===== src/common/sdsi_pkg.sv =====
/*
  Package of the switch drop statistics and interrupt register bank: register
  indices, field positions, reset values, drop reason codes and the carrier
  types shared by the register bank and its surroundings.
  Assumes a 32-bit APB in which register index n sits at byte address 4*n.
*/
package sdsi_pkg;

  // ---------------------------------------------------------------------------
  // Register indices (byte address is four times the index)
  // ---------------------------------------------------------------------------
  localparam int unsigned         ADDR_W        = 16;
  localparam logic [ADDR_W-3:0]   IDX_CNT_PORT0 = 14'h1C16;
  localparam logic [ADDR_W-3:0]   IDX_CNT_PORT1 = 14'h1C17;
  localparam logic [ADDR_W-3:0]   IDX_CNT_PORT2 = 14'h1C18;
  localparam logic [ADDR_W-3:0]   IDX_IRQ_MASK  = 14'h1C20;
  localparam logic [ADDR_W-3:0]   IDX_IRQ_PEND  = 14'h1C21;
  localparam logic [ADDR_W-3:0]   IDX_EVT_STAT  = 14'h1C30;
  localparam logic [ADDR_W-3:0]   IDX_EVT_CLR   = 14'h1C31;
  localparam logic [ADDR_W-3:0]   IDX_EVT_EN    = 14'h1C32;
  localparam int unsigned         IDX_LSB       = 2;

  // ---------------------------------------------------------------------------
  // Field layout and reset values
  // ---------------------------------------------------------------------------
  localparam int unsigned  NUM_PORTS     = 3;
  localparam int unsigned  MASK_BIT      = 0;
  localparam logic         MASK_RST      = 1'b1;
  localparam int unsigned  PEND_A_VALID  = 0;
  localparam int unsigned  PEND_A_PORT   = 1;
  localparam int unsigned  PEND_A_REASON = 3;
  localparam int unsigned  PEND_B_VALID  = 7;
  localparam int unsigned  PEND_B_PORT   = 8;
  localparam int unsigned  PEND_B_REASON = 10;
  localparam logic [31:0]  CNT_RST       = 32'h0000_0000;
  localparam int unsigned  EVT_W         = 5;
  localparam int unsigned  EVT_RECORD    = 3;
  localparam int unsigned  EVT_LOST      = 4;
  localparam logic [EVT_W-1:0] EVT_RST   = 5'h00;

  // ---------------------------------------------------------------------------
  // Drop reason codes and port codes
  // ---------------------------------------------------------------------------
  typedef enum logic [3:0] {
    SDSI_RSN_BCAST_LEVEL = 4'h0,
    SDSI_RSN_RED         = 4'h1,
    SDSI_RSN_NO_BUFFER   = 4'h2,
    SDSI_RSN_NO_DESC     = 4'h3,
    SDSI_RSN_NO_DEST     = 4'h4,
    SDSI_RSN_RX_ERROR    = 4'h5,
    SDSI_RSN_DROP_LEVEL  = 4'h6,
    SDSI_RSN_YELLOW      = 4'h9
  } sdsi_reason_t;

  localparam logic [1:0] PORT_CODE_RSVD = 2'h3;

  // ---------------------------------------------------------------------------
  // Carriers
  // ---------------------------------------------------------------------------
  typedef struct packed {
    logic [3:0] reason;
    logic [1:0] port;
  } sdsi_drop_info_t;

  typedef struct packed {
    logic            valid;
    sdsi_drop_info_t info;
  } sdsi_drop_rec_t;

endpackage : sdsi_pkg


===== src/rtl/sdsi_regs.sv =====
/*
  Drop statistics and interrupt register bank of the switch buffer manager:
  three saturating clear-on-read ingress rate drop counters, the interrupt mask,
  the double-buffered drop status register and a sticky event status block,
  all reached over APB with no wait states.
  Assumes drop pulses and drop records arrive from logic on pclk.
*/
// Implementation choice: register access over APB.
`timescale 1ns/1ps

module sdsi_regs #(
  parameter int unsigned CNT_W = 32
) (
  input  wire logic                          pclk,
  input  wire logic                          presetn,
  input  wire logic                          psel,
  input  wire logic                          penable,
  input  wire logic                          pwrite,
  input  wire logic [sdsi_pkg::ADDR_W-1:0]   paddr,
  input  wire logic [31:0]                   pwdata,
  output logic      [31:0]                   prdata,
  output logic                               pready,
  output logic                               pslverr,
  input  wire logic [sdsi_pkg::NUM_PORTS-1:0] rate_drop,
  input  wire sdsi_pkg::sdsi_drop_rec_t       drop_evt,
  output logic                               irq
);
  import sdsi_pkg::*;

  localparam logic [CNT_W-1:0] CNT_MAX  = {CNT_W{1'b1}};
  localparam logic [CNT_W-1:0] CNT_ZERO = CNT_RST[CNT_W-1:0];
  localparam logic [CNT_W-1:0] CNT_ONE  = {{(CNT_W-1){1'b0}}, 1'b1};

  // ---------------------------------------------------------------------------
  // Bus decode
  // ---------------------------------------------------------------------------
  // Read data is captured in the setup cycle so that prdata comes from flops;
  // the clear-on-read side effects are applied at the access edge instead.
  logic [ADDR_W-3:0] idx;
  logic              setup;
  logic              access;
  logic              hit_cnt0, hit_cnt1, hit_cnt2, hit_mask, hit_pend;
  logic              hit_stat, hit_clr, hit_en, mapped, bad;

  assign idx      = paddr[ADDR_W-1:IDX_LSB];
  assign setup    = psel && !penable;
  assign access   = psel && penable;
  assign hit_cnt0 = (idx == IDX_CNT_PORT0);
  assign hit_cnt1 = (idx == IDX_CNT_PORT1);
  assign hit_cnt2 = (idx == IDX_CNT_PORT2);
  assign hit_mask = (idx == IDX_IRQ_MASK);
  assign hit_pend = (idx == IDX_IRQ_PEND);
  assign hit_stat = (idx == IDX_EVT_STAT);
  assign hit_clr  = (idx == IDX_EVT_CLR);
  assign hit_en   = (idx == IDX_EVT_EN);
  assign mapped   = hit_cnt0 | hit_cnt1 | hit_cnt2 | hit_mask | hit_pend
                  | hit_stat | hit_clr | hit_en;
  // Unmapped indices and a read of the write-only clear register are refused.
  assign bad      = !mapped || (hit_clr && !pwrite);

  assign pready   = 1'b1;
  assign pslverr  = access && bad;

  // ---------------------------------------------------------------------------
  // Storage
  // ---------------------------------------------------------------------------
  logic [CNT_W-1:0]     cnt_r   [NUM_PORTS];
  logic [CNT_W-1:0]     cnt_nxt [NUM_PORTS];
  logic [CNT_W-1:0]     snap_r,  snap_nxt;
  logic                 mask_r,  mask_nxt;
  sdsi_drop_rec_t       rec_a_r, rec_a_nxt;
  sdsi_drop_rec_t       rec_b_r, rec_b_nxt;
  logic [EVT_W-1:0]     stat_r,  stat_nxt;
  logic [EVT_W-1:0]     en_r,    en_nxt;
  logic [31:0]          rdata_r, rdata_nxt;
  logic                 rd_cnt   [NUM_PORTS];
  logic                 rd_pend;
  logic                 clr_a, clr_b;
  logic                 rec_lost;

  // ---------------------------------------------------------------------------
  // Read data capture
  // ---------------------------------------------------------------------------
  always_comb begin
    rdata_nxt = rdata_r;
    snap_nxt  = snap_r;
    if (setup) begin
      rdata_nxt = 32'h0000_0000;
      if (!pwrite) begin
        if (hit_cnt0) begin
          rdata_nxt[CNT_W-1:0] = cnt_r[0];
          snap_nxt             = cnt_r[0];
        end
        if (hit_cnt1) begin
          rdata_nxt[CNT_W-1:0] = cnt_r[1];
          snap_nxt             = cnt_r[1];
        end
        if (hit_cnt2) begin
          rdata_nxt[CNT_W-1:0] = cnt_r[2];
          snap_nxt             = cnt_r[2];
        end
        if (hit_mask) begin
          rdata_nxt[MASK_BIT] = mask_r;
        end
        if (hit_pend) begin
          rdata_nxt[PEND_A_VALID]                   = rec_a_r.valid;
          rdata_nxt[PEND_A_PORT+:2]                 = rec_a_r.info.port;
          rdata_nxt[PEND_A_REASON+:4]               = rec_a_r.info.reason;
          rdata_nxt[PEND_B_VALID]                   = rec_b_r.valid;
          rdata_nxt[PEND_B_PORT+:2]                 = rec_b_r.info.port;
          rdata_nxt[PEND_B_REASON+:4]               = rec_b_r.info.reason;
        end
        if (hit_stat) begin
          rdata_nxt[EVT_W-1:0] = stat_r;
        end
        if (hit_en) begin
          rdata_nxt[EVT_W-1:0] = en_r;
        end
      end
    end
  end

  assign prdata = rdata_r;

  // ---------------------------------------------------------------------------
  // Rate drop counters
  // ---------------------------------------------------------------------------
  assign rd_cnt[0] = access && !pwrite && hit_cnt0;
  assign rd_cnt[1] = access && !pwrite && hit_cnt1;
  assign rd_cnt[2] = access && !pwrite && hit_cnt2;

  // A drop that lands between the data capture and the clear survives the
  // read: it is seen as the difference to the captured value.
  always_comb begin
    for (int p = 0; p < NUM_PORTS; p++) begin
      cnt_nxt[p] = cnt_r[p];
      if (rd_cnt[p]) begin
        cnt_nxt[p] = (cnt_r[p] != snap_r) ? CNT_ONE : CNT_ZERO;
        if (rate_drop[p]) begin
          cnt_nxt[p] = cnt_nxt[p] + CNT_ONE;
        end
      end else if (rate_drop[p] && cnt_r[p] != CNT_MAX) begin
        cnt_nxt[p] = cnt_r[p] + CNT_ONE;
      end
    end
  end

  // ---------------------------------------------------------------------------
  // Drop status records
  // ---------------------------------------------------------------------------
  // Reason and port codes pass through untouched; reserved codes are kept as
  // the detector reported them.
  assign rd_pend = access && !pwrite && hit_pend;
  assign clr_a   = rd_pend && rdata_r[PEND_A_VALID];
  assign clr_b   = rd_pend && rdata_r[PEND_B_VALID];

  always_comb begin
    rec_a_nxt = rec_a_r;
    rec_b_nxt = rec_b_r;
    rec_lost  = 1'b0;
    if (clr_a) begin
      rec_a_nxt = '0;
    end
    if (clr_b) begin
      rec_b_nxt = '0;
    end
    // Capture is independent of the mask, and a record freed by this cycle's
    // read is reused at once so the new drop is never lost.
    if (drop_evt.valid) begin
      if (!rec_a_nxt.valid) begin
        rec_a_nxt = drop_evt;
      end else if (!rec_b_nxt.valid) begin
        rec_b_nxt = drop_evt;
      end else begin
        rec_lost = 1'b1;
      end
    end
  end

  // ---------------------------------------------------------------------------
  // Mask, event status and enable
  // ---------------------------------------------------------------------------
  always_comb begin
    logic [EVT_W-1:0] evt;
    evt      = '0;
    evt[NUM_PORTS-1:0] = rate_drop;
    evt[EVT_RECORD]    = drop_evt.valid;
    evt[EVT_LOST]      = rec_lost;
    mask_nxt = mask_r;
    en_nxt   = en_r;
    stat_nxt = stat_r;
    if (access && pwrite && hit_mask) begin
      mask_nxt = pwdata[MASK_BIT];
    end
    if (access && pwrite && hit_en) begin
      en_nxt = pwdata[EVT_W-1:0];
    end
    if (access && pwrite && hit_clr) begin
      stat_nxt = stat_r & ~pwdata[EVT_W-1:0];
    end
    stat_nxt = stat_nxt | evt;
  end

  // ---------------------------------------------------------------------------
  // Registers
  // ---------------------------------------------------------------------------
  always_ff @(posedge pclk or negedge presetn) begin
    if (!presetn) begin
      for (int p = 0; p < NUM_PORTS; p++) begin
        cnt_r[p] <= CNT_ZERO;
      end
      snap_r  <= CNT_ZERO;
      mask_r  <= MASK_RST;
      rec_a_r <= '0;
      rec_b_r <= '0;
      stat_r  <= EVT_RST;
      en_r    <= EVT_RST;
      rdata_r <= 32'h0000_0000;
    end else begin
      for (int p = 0; p < NUM_PORTS; p++) begin
        cnt_r[p] <= cnt_nxt[p];
      end
      snap_r  <= snap_nxt;
      mask_r  <= mask_nxt;
      rec_a_r <= rec_a_nxt;
      rec_b_r <= rec_b_nxt;
      stat_r  <= stat_nxt;
      en_r    <= en_nxt;
      rdata_r <= rdata_nxt;
    end
  end

  // The mask is the master gate over every interrupt source of this block; the
  // event enables only pick sources beneath it, so a set mask silences them all.
  assign irq = !mask_r && ((rec_a_r.valid || rec_b_r.valid)
                           || |(stat_r & en_r));

  // ---------------------------------------------------------------------------
  // Checks
  // ---------------------------------------------------------------------------
  a_cnt_increment: assert property (
    @(posedge pclk) disable iff (!presetn)
    rate_drop[0] && !rd_cnt[0] && cnt_r[0] != CNT_MAX |=> cnt_r[0] == $past(cnt_r[0]) + CNT_ONE)
    else $error("port 0 counter did not step on a drop");

  a_cnt_read_clear: assert property (
    @(posedge pclk) disable iff (!presetn)
    setup && !pwrite && hit_cnt1 ##1 access && !rate_drop[1] && cnt_r[1] == snap_r
    |=> cnt_r[1] == CNT_ZERO)
    else $error("port 1 counter not cleared by read");

  a_cnt_saturate: assert property (
    @(posedge pclk) disable iff (!presetn)
    cnt_r[2] == CNT_MAX && !rd_cnt[2] |=> cnt_r[2] == CNT_MAX)
    else $error("port 2 counter wrapped");

  a_mask_blocks: assert property (
    @(posedge pclk) disable iff (!presetn)
    mask_r |-> !irq)
    else $error("interrupt raised while masked");

  a_mask_capture: assert property (
    @(posedge pclk) disable iff (!presetn)
    mask_r && drop_evt.valid && !rec_a_r.valid && !rd_pend |=> rec_a_r == $past(drop_evt))
    else $error("record not captured while masked");

  a_second_rec: assert property (
    @(posedge pclk) disable iff (!presetn)
    rec_a_r.valid && !rec_b_r.valid && drop_evt.valid && !rd_pend
    |=> rec_b_r == $past(drop_evt) && rec_a_r == $past(rec_a_r))
    else $error("second record not captured in B");

  a_pend_fields: assert property (
    @(posedge pclk) disable iff (!presetn)
    setup && !pwrite && hit_pend |=> prdata[PEND_B_REASON+:4] == $past(rec_b_r.info.reason)
      && prdata[PEND_B_PORT+:2] == $past(rec_b_r.info.port)
      && prdata[PEND_B_VALID] == $past(rec_b_r.valid)
      && prdata[PEND_A_REASON+:4] == $past(rec_a_r.info.reason)
      && prdata[PEND_A_PORT+:2] == $past(rec_a_r.info.port)
      && prdata[PEND_A_VALID] == $past(rec_a_r.valid))
    else $error("pending register layout wrong");

  a_pend_clear: assert property (
    @(posedge pclk) disable iff (!presetn)
    rd_pend && rdata_r[PEND_A_VALID] && rdata_r[PEND_B_VALID] && !drop_evt.valid
    |=> !rec_a_r.valid && !rec_b_r.valid)
    else $error("pending records not cleared by read");

  a_irq_raise: assert property (
    @(posedge pclk) disable iff (!presetn)
    !mask_r && (rec_a_r.valid || rec_b_r.valid) |-> irq)
    else $error("interrupt missing for a valid record");

endmodule // sdsi_regs


===== config.mk =====
export PLATFORM = sky130hd
export DESIGN_NAME = sdsi_regs
export DESIGN_NICKNAME = d
export VERILOG_FILES = /design/src/common/sdsi_pkg.sv /design/src/rtl/sdsi_regs.sv
export SDC_FILE = /design/constraint.sdc
export NUM_CORES = 1
export LEC_CHECK = 0
export BUFFER_PORTS_ARGS = -buffer_cell sky130_fd_sc_hd__buf_2
export CAP_MARGIN = 5
export CORE_MARGIN = 2
export CORE_UTILIZATION = 45
export CTS_CLUSTER_SIZE = 14
export DETAILED_ROUTE_END_ITERATION = 8
export GPL_TIMING_DRIVEN = 0
export SLEW_MARGIN = 20
export SYNTH_ARGS = -nofsm -noshare
export SYNTH_HDL_FRONTEND = slang
export SYNTH_SLANG_ARGS = --single-unit

===== constraint.sdc =====
create_clock -name pclk -period 2.7 [get_ports pclk]
set_input_delay 0.27 -clock pclk [delete_from_list [all_inputs] [get_ports pclk]]
set_output_delay 0.27 -clock pclk [all_outputs]
set_load 0.01 [all_outputs]

-- Word-level counts from Yosys, hierarchy flattened
Index checks and enable logic that the tools add are counted.
- add/sub/neg operators: 6
- multipliers: 0
- divide/modulo/power cells: 0
- $lt $le $gt $ge: 0
- eq/ne operators: 14
- shifts and indexed selects: 0
- multiplexer cells: 34
- bitwise logic cells: 12
- reductions and logical operators: 32
- operators by type and width (cell ; number):
    $mux W32 ; 13
    $eq A14 B13 Y1 const B ; 8
    $add A32 B1 Y32 const B ; 3
    $ne A32 B32 Y1 ; 3
    $ne A32 B32 Y1 const B ; 3
    $mux W7 ; 5
    $logic_and A1 B1 Y1 ; 19
    $mux W5 ; 3
    $mux W14 ; 1
    $mux W6 ; 2
    $and A5 B5 Y5 ; 2
    $mux W1 ; 7
    $or A1 B1 Y1 ; 7
    $add A1 B1 Y2 const B ; 3
    $mux W2 ; 3
    $reduce_bool A2 Y1 ; 3
    $not A5 Y5 ; 1
    $or A5 B5 Y5 ; 1
    $reduce_or A5 Y1 ; 1
    $logic_not A1 Y1 ; 4
    $logic_or A1 B1 Y1 ; 3
    $reduce_and A3 Y1 ; 1
    $reduce_bool A3 Y1 ; 1
    $not A1 Y1 ; 1
- register bits after elaboration: 185
- latch bits: 0
- RAM bits: 0
- bits in read-only memories: 0
- word-level logic and storage cells: 112
- memories: 0

-- Longest topological paths before layout
Gate-level depths: netlist of run 1.
- depth after elaboration: 11
- gate-level depth with buffers: 9

-- Least setup slack after synthesis of run 1
No wires, ideal clock.
- path kind: reg2reg
- start point: register cnt_r[74] (netlist bit)
- end point: register cnt_r[65] (netlist bit)
- library setup time: 0.125 ns
- data arrival time: 2.148 ns
- data required time: 2.575 ns
- slack: 0.427 ns
- stages on the path, launching flop included: 7
- path through: dfrtp_1 > buf_2 > and4_1 > nand4_2 > o31ai_1 > mux2_2 > mux2_2
- longest elaborated chain between the ends: 5
- ends and longest elaborated chain (what ; line ; RTL):
    from (decl) ; sdsi_regs.sv:67 ; logic [CNT_W-1:0] cnt_r [NUM_PORTS];
    from (signal, indexed assignment) ; sdsi_regs.sv:221 ; cnt_r[p] <= cnt_nxt[p];
    $ne A32 B32 Y1 ; sdsi_regs.sv:138 ; cnt_nxt[p] = (cnt_r[p] != snap_r) ? CNT_ONE : CNT_ZERO;
    $mux W1 ; sdsi_regs.sv:138 ;
    $add A1 B1 Y2 ; sdsi_regs.sv:140 ; cnt_nxt[p] = cnt_nxt[p] + CNT_ONE;
    $mux W2 ; sdsi_regs.sv:139 ; if (rate_drop[p]) begin
    $mux W32 ; sdsi_regs.sv:137 ; if (rd_cnt[p]) begin
Several ways; a longest one is shown, not always the timed one.
A chain may end at the register's enable or synchronous reset.

-- Final worst setup path of run 1
- start point: input port paddr[3] (netlist bit)
- end point: register cnt_r[15] (netlist bit)
- longest elaborated chain between the ends: 3
- ends and longest elaborated chain (what ; line ; RTL):
    from (decl) ; sdsi_regs.sv:19 ; input wire logic [sdsi_pkg::ADDR_W-1:0] paddr,
    $eq A14 B13 Y1 * ; sdsi_regs.sv:50 ; assign hit_cnt2 = (idx == IDX_CNT_PORT2);
    $logic_and A1 B1 Y1 * ; sdsi_regs.sv:130 ; assign rd_cnt[2] = access && !pwrite && hit_cnt2;
    $mux W32 / $reduce_bool A2 Y1 (equally long branches) ; -- ;
Every way passes the cells marked *; elsewhere a longest branch is shown, timed or not.

==> metrics.txt, run 1 <==
Main synth FF type=dfrtp_1; GRT met3 Usage=4.47%; Core Footprint=roughly 24000 um^2; via count=10300; Worst Setup Start Kind=input port; total power=approximately 6800 uW; most frequent cells in the layout=dfrtp_1, nand2_1, xnor2_1; CP dominant cell by count=buf_2; pre-CTS setup slack=-0.218 ns; Synth Instances=roughly 1200; final setup vio count=0; clock skew=0.0124 ns; grt ovf=0; RSZ-0062 raised after global routing=true; final worst setup slack=~0.15 ns; largest net degree at the start of global routing=a little under 70; clock transition at the registers of the reported paths=0.07 ns; Final Cycle Share=94.5%; P per Cell Area=~540 nW/um^2; CP max-delay cell=nor4b_2; worst vdd ir=between 0.3 and 0.4 mV; Tot GR Track Use=between 20% and 30%; fin crit period=~2.6 ns; global-route wire length before repair=58400 um; final setup TNS=0 ns; Clock Latency Late Sink=0.44 ns; initial antenna violation count=0; Hold Slack=0.0664 ns; hpwl dp=28000 um; Initial Util=between 40 and 50%; gr busiest metal=met2; post-synthesis sequential area ratio=roughly two fifths; CP cell instances=buf_2 > buf_2 > nor4b_2 > nand4_1 > nor2_1 > buf_2 > a21oi_1; Placement Cell Area=11900 um^2; drt first pass iters=8; CTS tree=yes; drt first-iter violations=approximately 1100; #FFs+latches synth=185; type of the worst min-delay path=input port to flip-flop; root buf cell=clkbuf_16; Num Clock Sinks=roughly 190; Peak Freq=between 0.3 and 0.4 GHz; Die W=about 160 um; Arr. time, crit path=2.87 ns; Final #Nets=~1400; kind of critical path=input port to flip-flop; Die H=approximately 160 um; Required @ worst endpoint=between 3 and 4 ns; synth warn=0; Final Max Tran Viols=0; DR DRC count=0; std cell rows=between 50 and 60; vias in the first global route=10000; grt met2 use=46.2%; synth unique cells=70; commonest non-fill, non-tap cell in the layout=dfrtp_1; max-cap violation count=0; share of layout cells above drive strength 1=14.4%; Least-Margin Pin Slew=0.837 ns; Max transition margin=between 40% and 50%; number of CTS-inserted buffers=17; CP max FO=10; # fillers=roughly 2300; Final Cell Area=12600 um^2; Slowest Stage Delay on Critical Path=0.72 ns; final-report hold violation count=0; H-tree depth=4; Via-to-Cell Ratio=between 6 and 7; number of synthesized flops with an enable pin=0; Post-Syn Nets=~1300; WL final=37500 um; Routed WL per cell=22.7 um; Longest Clk Path Bufs=2; Die Footprint=about 26000 um^2; status=finished, final reports clean; routability cong.=~0.98; met1 GRT Util=roughly two fifths; I/O Buffers=66; DRT antenna net count=0; number of inserted diodes=0; endpoint class of the critical path=flip-flop; Area Growth Syn to Fin=13.3%; Mapped Area=around 11000 um^2; asr flop ratio synth=100%; syn_area_per_cell=~9 um^2; io pins=98; Leak=~0.0052 uW
## critical path, delay by kind of cell
kind | cells | cell delay, ns
compound gates | 1 | 0.07
buf+inv | 3 | 0.67
simple gates | 3 | 1.84
## registers in the layout, summed over array words and instances (netlist names)
name     count
cnt_r       96
rec_b_r      7
stat_r       5
snap_r      32
en_r         5
mask_r       1
rec_a_r      7
prdata      32
## area by class of cell
class,count,area (um^2),area share [%]
multi-input combinational,940,6140,48.7
clock inverter,12,140,1.11
inverter,16,60.1,0.476
sequential,185,4630,36.7
clock buffer,20,437,3.46
tap,324,405,3.21
buffer,85,374,2.97
timing repair buffer,72,428,3.39
## cells in the mapped netlist (all sizes together), types with 6 or more instances
library cell    n  area share (%)
mux2           17             1.9
xnor2         111             8.7
and4           15             1.2
and2            6            0.34
o31ai          29             2.0
nor2           53             1.8
a31oi           9            0.51
clkbuf         51             1.7
dfrtp         184              41
xor2            6            0.47
o211ai          6            0.40
or3            54             3.0
mux2i          10            0.90
inv            16            0.54
ha              6            0.67
nand3          38             1.8
o21ai          73             3.3
a32o            6            0.54
o2bb2ai         6            0.47
nor3           11            0.64
buf            40             1.8
a222oi         23             2.1
nor4           24             1.9
a21oi          69             3.1
nand2         174             5.9
or4            19             1.3
or2             6            0.34
nand4          66             3.8
and3           27             1.5
a22o            9            0.71
a21o            7            0.47
a211oi         17             1.2
## power by group
group / switching (uW) / leakage (uW) / internal [uW]
logic: 626 / 0.00247 / 427
clock network: 1180 / 0.000272 / 1380
registers: 292 / 0.00249 / 2920
## path summary, 6_finish.rpt
| kind | startpoint | to | slack, ns | cells past startpoint |
|---|---|---|---|---|
| max in group asynchronous | presetn | snap_r[29] | 1.32 | 4 |
| min in group asynchronous | presetn | cnt_r[14] | 0.35 | 2 |
| setup / recovery | paddr[3] | cnt_r[15] | 0.15 | 7 |
| setup reg to reg | cnt_r[65] | cnt_r[65] | 0.16 | 6 |
| hold / removal | drop_evt[0] | rec_b_r[0] | 0.07 | 2 |
| hold reg to reg | prdata[19] | prdata[19] | 0.46 | 2 |
## kinds of logic after synthesis
logic type               Yosys count  synth area share [%]
multiplexers                      27                  2.79
flip-flops                       185                  41.6
buffers and inverters            107                  4.06
other                              1                0.0337
adder cells (fa/ha/maj)            6                 0.674
XOR/XNOR                         117                  9.21
AND/OR/NAND/NOR                  516                  25.3
AO/OA/AOI/OAI                    273                  16.3
## metrics by stage
stage | std cells | utilization [%]
final | 1654 | 51.9
after global placement | 1622 | 48.8
after CTS | 1657 | 51.7
after global routing | 1654 | 51.9
after detailed placement | 1624 | 49.1
after floorplan | 1232 | -
## routing by layer
layer	vias up	share of wire, %	routed length (um)
met2	447	46	17200
met3	80	7.5	2800
met5	-	0	0
li1	4743	-	-
met1	5066	42	15900
met4	0	4.2	1560
## repair_timing
| action | 4_1_cts | 5_1_grt |
|---|---|---|
| gates resized for setup | 7 | 10 |
| hold endpoints to repair | 53 | 0 |
| buffers inserted | 0 | 3 |
| pin swaps | 0 | 2 |
| endpoints found under the setup margin | 22 | 44 |
| hold buffers | 1 | 0 |
(Power assumes the default switching activity.)
==> run 2: changes to the inputs <==
==> constraint.sdc (replaced) <==
create_clock -name pclk -period 2.85 [get_ports pclk]
set_input_delay 0.285 -clock pclk [delete_from_list [all_inputs] [get_ports pclk]]
set_output_delay 0.285 -clock pclk [all_outputs]
set_load 0.01 [all_outputs]
==> run 2 against run 1 <==
Net effect: wire length grew 0.28%; core utilization down 0.11 points; clock power fell by 5%; clock skew rose by 0.00091 ns; total power fell by 5.1%; critical path type is now flip-flop to flip-flop; critical endpoint is now cnt_r[65]; highest routed layer unchanged.
==> metrics.txt, run 2 (synthesized netlist as in run 1, its figures left out) <==
status=finished, final reports clean; Tot GR Track Use=a little under 30%; endpoint class of the critical path=flip-flop; Core Footprint=24300 um^2; Die H=approximately 160 um; Num Clock Sinks=~190; worst r2r src=cnt_r[70]; Placement Cell Area=11900 um^2; number of inserted diodes=0; via count=between 10000 and 15000; max reg flops=96; initial antenna violation count=0; CP max-delay cell=o31ai_2; number of CTS-inserted buffers=17; Slowest Stage Delay on Critical Path=approximately 0.60 ns; Area Growth Syn to Fin=13.1%; clock transition at the registers of the reported paths=0.07 ns; pre-CTS setup slack=-0.0833 ns; Worst Setup Start Kind=flip-flop; root buf cell=clkbuf_16; routability cong.=0.975; Routed WL per cell=approximately 23 um; CP Launch Point=cnt_r[70]; share of layout cells above drive strength 1=14.0%; fin crit period=2.73 ns; clock skew=about 0.013 ns; Leak=~0.0052 uW; Longest Clk Path Bufs=2; Top reg by flops=cnt_r; Least-Margin Pin Slew=0.835 ns; max-cap violation count=0; grt ovf=0; Placed Instances=roughly 1600; P per Cell Area=about 500 nW/um^2; Post-Route Utilization=between 50% and 60%; drt first pass iters=7; HP Start=drop_evt[0]; most frequent cells in the layout=dfrtp_1, nand2_1, xnor2_1; kind of critical path=flip-flop to flip-flop; Via-to-Cell Ratio=about 6.2; metal2 WL=between 15000 and 20000 um; final-report hold violation count=0; CTS tree=yes; final setup vio count=0; DR DRC count=0; CP top delay family=multiplexers; CP cell instances=clkbuf_1 > and4_1 > nand4_1 > o31ai_2 > mux2_2 > mux2_2; RSZ-0062 raised after global routing=false; std cell rows=57; WL met3=around 2400 um; largest net degree at the start of global routing=slightly below 70; io pins=98; Required @ worst endpoint=around 3.2 ns; final worst setup slack=about 0.12 ns; global-route wire length before repair=58300 um; Die W=161 um; Initial Util=45.8%; Max transition margin=between 40% and 50%; I/O Buffers=66; hpwl dp=roughly 28000 um; type of the worst min-delay path=input port to flip-flop; DRT antenna net count=0; CP dominant cell by count=mux2_2; Final Cycle Share=between 90% and 100%; commonest non-fill, non-tap cell in the layout=dfrtp_1; worst vdd ir=approximately 0.36 mV; WL final=around 38000 um; Die Footprint=26000 um^2; met1 wire length=16400 um; drt first-iter violations=between 1000 and 1500; Buf/Inv on CP=1; Layout Cells excl Fill=~1700; vias in the first global route=between 9000 and 10000; Arr. time, crit path=3.05 ns; Clock Latency Late Sink=0.44 ns; H-tree depth=4; Peak Freq=0.367 GHz; top layer in use=met4; Final #Nets=1388; Final Cell Area=12600 um^2; Final Max Tran Viols=0; CP max FO=8
-- run 2: cell count changes in the layout (fill, tap and decap cells not counted), sizes merged --
cell / previous run / this run
buf: 111 / 108
clkbuf: 65 / 70
-- run 2: repair_timing --
action,in CTS,in global routing
hold buffers,1,0
resized for setup,3,10
setup endpoints to repair,11,28
pin swaps,0,0
setup buffers,0,0
endpoints found under the hold margin,53,0
-- run 2: worst register-to-register path: stages, from the launching register on --
cell      delay (ns)
dfrtp_1         0.32
clkbuf_1        0.41
and4_1          0.38
nand4_1         0.26
o31ai_2         0.60
mux2_2          0.40
mux2_2          0.26
-- run 2: area by class of cell --
cell class / instances / area, um^2
fillers: 2295 / 11700
flip-flops and latches: 185 / 4630
well taps: 324 / 405
repair buffers: 69 / 405
plain buffers: 90 / 392
clock buffers: 20 / 437
clock inverters: 12 / 140
multi-input cells: 940 / 6120
inverters: 16 / 60.1
-- run 2: layer usage --
metal  vias to the layer above  GRT usage [%]
met1                      5109           40.5
li1                       4739              -
met4                         0           12.3
met3                        83           4.34
met5                         -              0
met2                       416           46.0
-- run 2: power by group --
| group | internal (uW) | total, uW | switching [uW] | leakage, uW |
|---|---|---|---|---|
| Combinational | 407 | 1030 | 619 | 0.00245 |
| Sequential | 2770 | 3030 | 259 | 0.00249 |
| Clock | 1310 | 2420 | 1110 | 0.000272 |
| Total | 4480 | 6470 | 1990 | 0.00521 |
-- run 2: stage by stage --
step / power (uW) / TNS [ns] / hold slack, ns
after floorplan: 3620 / 0 / -0.0106
after global placement: 4030 / -314.97 / 0.448
after detailed placement: 4060 / -1.81 / 0.247
after CTS: 6470 / 0 / 0.0692
after global routing: 6710 / 0 / 0.0779
final: 6470 / 0 / 0.0827
-- run 2: worst paths after layout --
path	slack, ns	endpoint	cells past startpoint
max	0.12	cnt_r[65]	6
min	0.08	rec_b_r[0]	2
max reg2reg	0.12	cnt_r[65]	6
min reg2reg	0.46	prdata[19]	2
max in group asynchronous	1.45	snap_r[29]	4
min in group asynchronous	0.36	cnt_r[14]	2
==> run 3: changes to the inputs <==
--- a/config.mk
+++ b/config.mk
@@ -8,10 +8,11 @@
 export BUFFER_PORTS_ARGS = -buffer_cell sky130_fd_sc_hd__buf_2
 export CAP_MARGIN = 5
 export CORE_MARGIN = 2
-export CORE_UTILIZATION = 45
+export CORE_UTILIZATION = 40
 export CTS_CLUSTER_SIZE = 14
 export DETAILED_ROUTE_END_ITERATION = 8
 export GPL_TIMING_DRIVEN = 0
+export RECOVER_POWER = 25
 export SLEW_MARGIN = 20
 export SYNTH_ARGS = -nofsm -noshare
 export SYNTH_HDL_FRONTEND = slang
==> run 3 against run 2 <==
Net effect: setup slack worse by 0.043 ns; global-route usage shrank 3.1 points; combinational power hardly changed; critical endpoint unchanged; clock-buffer cell count down 3.
==> metrics.txt, run 3 (synthesized netlist as in run 1, its figures left out) <==
global-route wire length before repair=between 50000 and 60000 um; routability cong.=approximately 0.96; Worst Setup Start Kind=flip-flop; Placed Instances=1678; worst vdd ir=about 0.46 mV; Placement Cell Area=12000 um^2; metal2 WL=roughly 17000 um; vias in the first global route=~9700; final setup vio count=0; WL final=37300 um; Area Growth Syn to Fin=14.0%; Sw Pwr=2230 uW; R2R cell count=6; fin crit period=roughly 2.8 ns; P per Cell Area=about 520 nW/um^2; R2R setup slack=roughly 0.081 ns; Num Clock Sinks=around 190; via count=just over 10000; met1 wire length=around 16000 um; Core Footprint=roughly 28000 um^2; # fillers=about 2700; final-report hold violation count=0; hpwl dp=between 20000 and 30000 um; largest net degree at the start of global routing=95; io pins=98; Least-Margin Pin Slew=approximately 1.3 ns; grt ovf=0; clock skew=around 0.020 ns; Initial Util=40.4%; Top reg by flops=cnt_r; max-cap violation count=0; Die Footprint=~29000 um^2; initial antenna violation count=0; status=finished, final reports clean; Die H=171 um; Clock Power Share=roughly 40%; RSZ-0062 raised after global routing=true; root buf cell=clkbuf_16; I/O Buffers=66; endpoint class of the critical path=flip-flop; clock transition at the registers of the reported paths=0.09 ns; kind of critical path=flip-flop to flip-flop; Leak=just over 0.005 uW; DR DRC count=0; Final Max Tran Viols=0; Peak Freq=about 0.36 GHz; Setup crit end=cnt_r[65]; number of CTS-inserted buffers=17; H-tree depth=4; Clock Latency Late Sink=0.46 ns; Arr. time, crit path=~3.1 ns; combinational cell fraction of total power=between 15 and 20%; commonest non-fill, non-tap cell in the layout=dfrtp_1; drt first-iter violations=1351; most frequent cells in the layout=dfrtp_1, nand2_1, xnor2_1; max reg flops=96; Die W=171 um; DRT antenna net count=0; Required @ worst endpoint=3.18 ns; CP Launch Point=cnt_r[70]; pre-CTS setup slack=-0.265 ns; Final Cycle Share=between 90% and 100%; Via-to-Cell Ratio=between 6 and 7; Layout Cells excl Fill=about 1700; WL met3=about 2900 um; Sw Ratio=33.6%; CTS tree=yes; R2R Path End=cnt_r[65]; Final #Nets=approximately 1400; CP max FO=8; std cell rows=approximately 60; Internal=around 4400 uW; top layer in use=met4; type of the worst min-delay path=input port to flip-flop; Routed WL per cell=about 22 um; final worst setup slack=just over 0.08 ns; drt first pass iters=6; number of inserted diodes=0; Longest Clk Path Bufs=2; share of layout cells above drive strength 1=a little over an eighth; Flop pwr share=roughly 45%; Max transition margin=between 10% and 20%; Tot GR Track Use=about a quarter; Final Cell Area=between 10000 and 15000 um^2; worst r2r src=cnt_r[70]
-- run 3: changes by cell type in the layout (fill, tap and decap cells not counted), moves of 5 or more --
cell and change:
buf_2 -10, clkbuf_1 +9, clkinv_8 +6, inv_12 +5
-- run 3: through the flow --
| stage | util, % | setup TNS (ns) | total power, uW | hold slack (ns) |
|---|---|---|---|---|
| floorplan | - | 0 | 3620 | -0.0106 |
| global placement | 43.3 | -331.18 | 4010 | 0.446 |
| detailed placement | 43.5 | -9.73 | 4040 | 0.354 |
| CTS | 46.0 | 0 | 6650 | 0.0600 |
| global route | 46.0 | -0.0168 | 6910 | 0.0615 |
| finish | 46.0 | 0 | 6640 | 0.0668 |
-- run 3: power groups by stage --
stage | logic (uW) | registers [uW] | clock network (uW)
after floorplan | 681 | 2940 | 0
after global placement | 977 | 3030 | 0
after detailed placement | 1010 | 3040 | 0
after CTS | 1010 | 2990 | 2650
after global routing | 1130 | 3010 | 2770
final | 1030 | 3000 | 2610
-- run 3: routing by layer --
layer	vias to the layer above	global-route usage (%)
met5	-	0
met4	0	9.69
met3	71	4.30
met2	434	41.3
met1	5059	36.3
li1	4749	-
-- run 3: layout make-up --
class | instances | area, um^2 | area share, %
clock inverters | 15 | 221 | 1.75
well taps | 378 | 473 | 3.73
multi-input cells | 940 | 6110 | 48.2
inverters | 16 | 60.1 | 0.473
flip-flops and latches | 185 | 4630 | 36.5
plain buffers | 91 | 393 | 3.10
clock buffers | 17 | 425 | 3.35
repair buffers | 69 | 369 | 2.91
-- run 3: worst min path at each step --
stage | start | end | slack [ns] | depth (start not counted)
3_3_place_gp | prdata[16] | prdata[16] | 0.45 | 2
4_1_cts | pwdata[4] | en_r[4] | 0.06 | 2
5_1_grt | pwdata[4] | en_r[4] | 0.06 | 2
2_1_floorplan | presetn | cnt_r[0] | -0.01 | 0
3_5_place_dp | presetn | cnt_r[70] | 0.35 | 2
6_report | pwdata[3] | en_r[3] | 0.07 | 2
-- run 3: worst max-delay path, cell delays in order, from the launching register on --
cell      delay, ns
dfrtp_1        0.33
clkbuf_1       0.43
and4_1         0.38
nand4_1        0.24
o31ai_2        0.62
mux2_2         0.40
mux2_2         0.25
-- run 3: what timing repair did --
action                                  in CTS  in global routing
setup buffers                                0                  0
pin swaps                                    0                  0
endpoints found under the setup margin      11                 23
hold buffers                                 1                  0
resized for setup                            3                  5
hold endpoints to repair                    90                  0
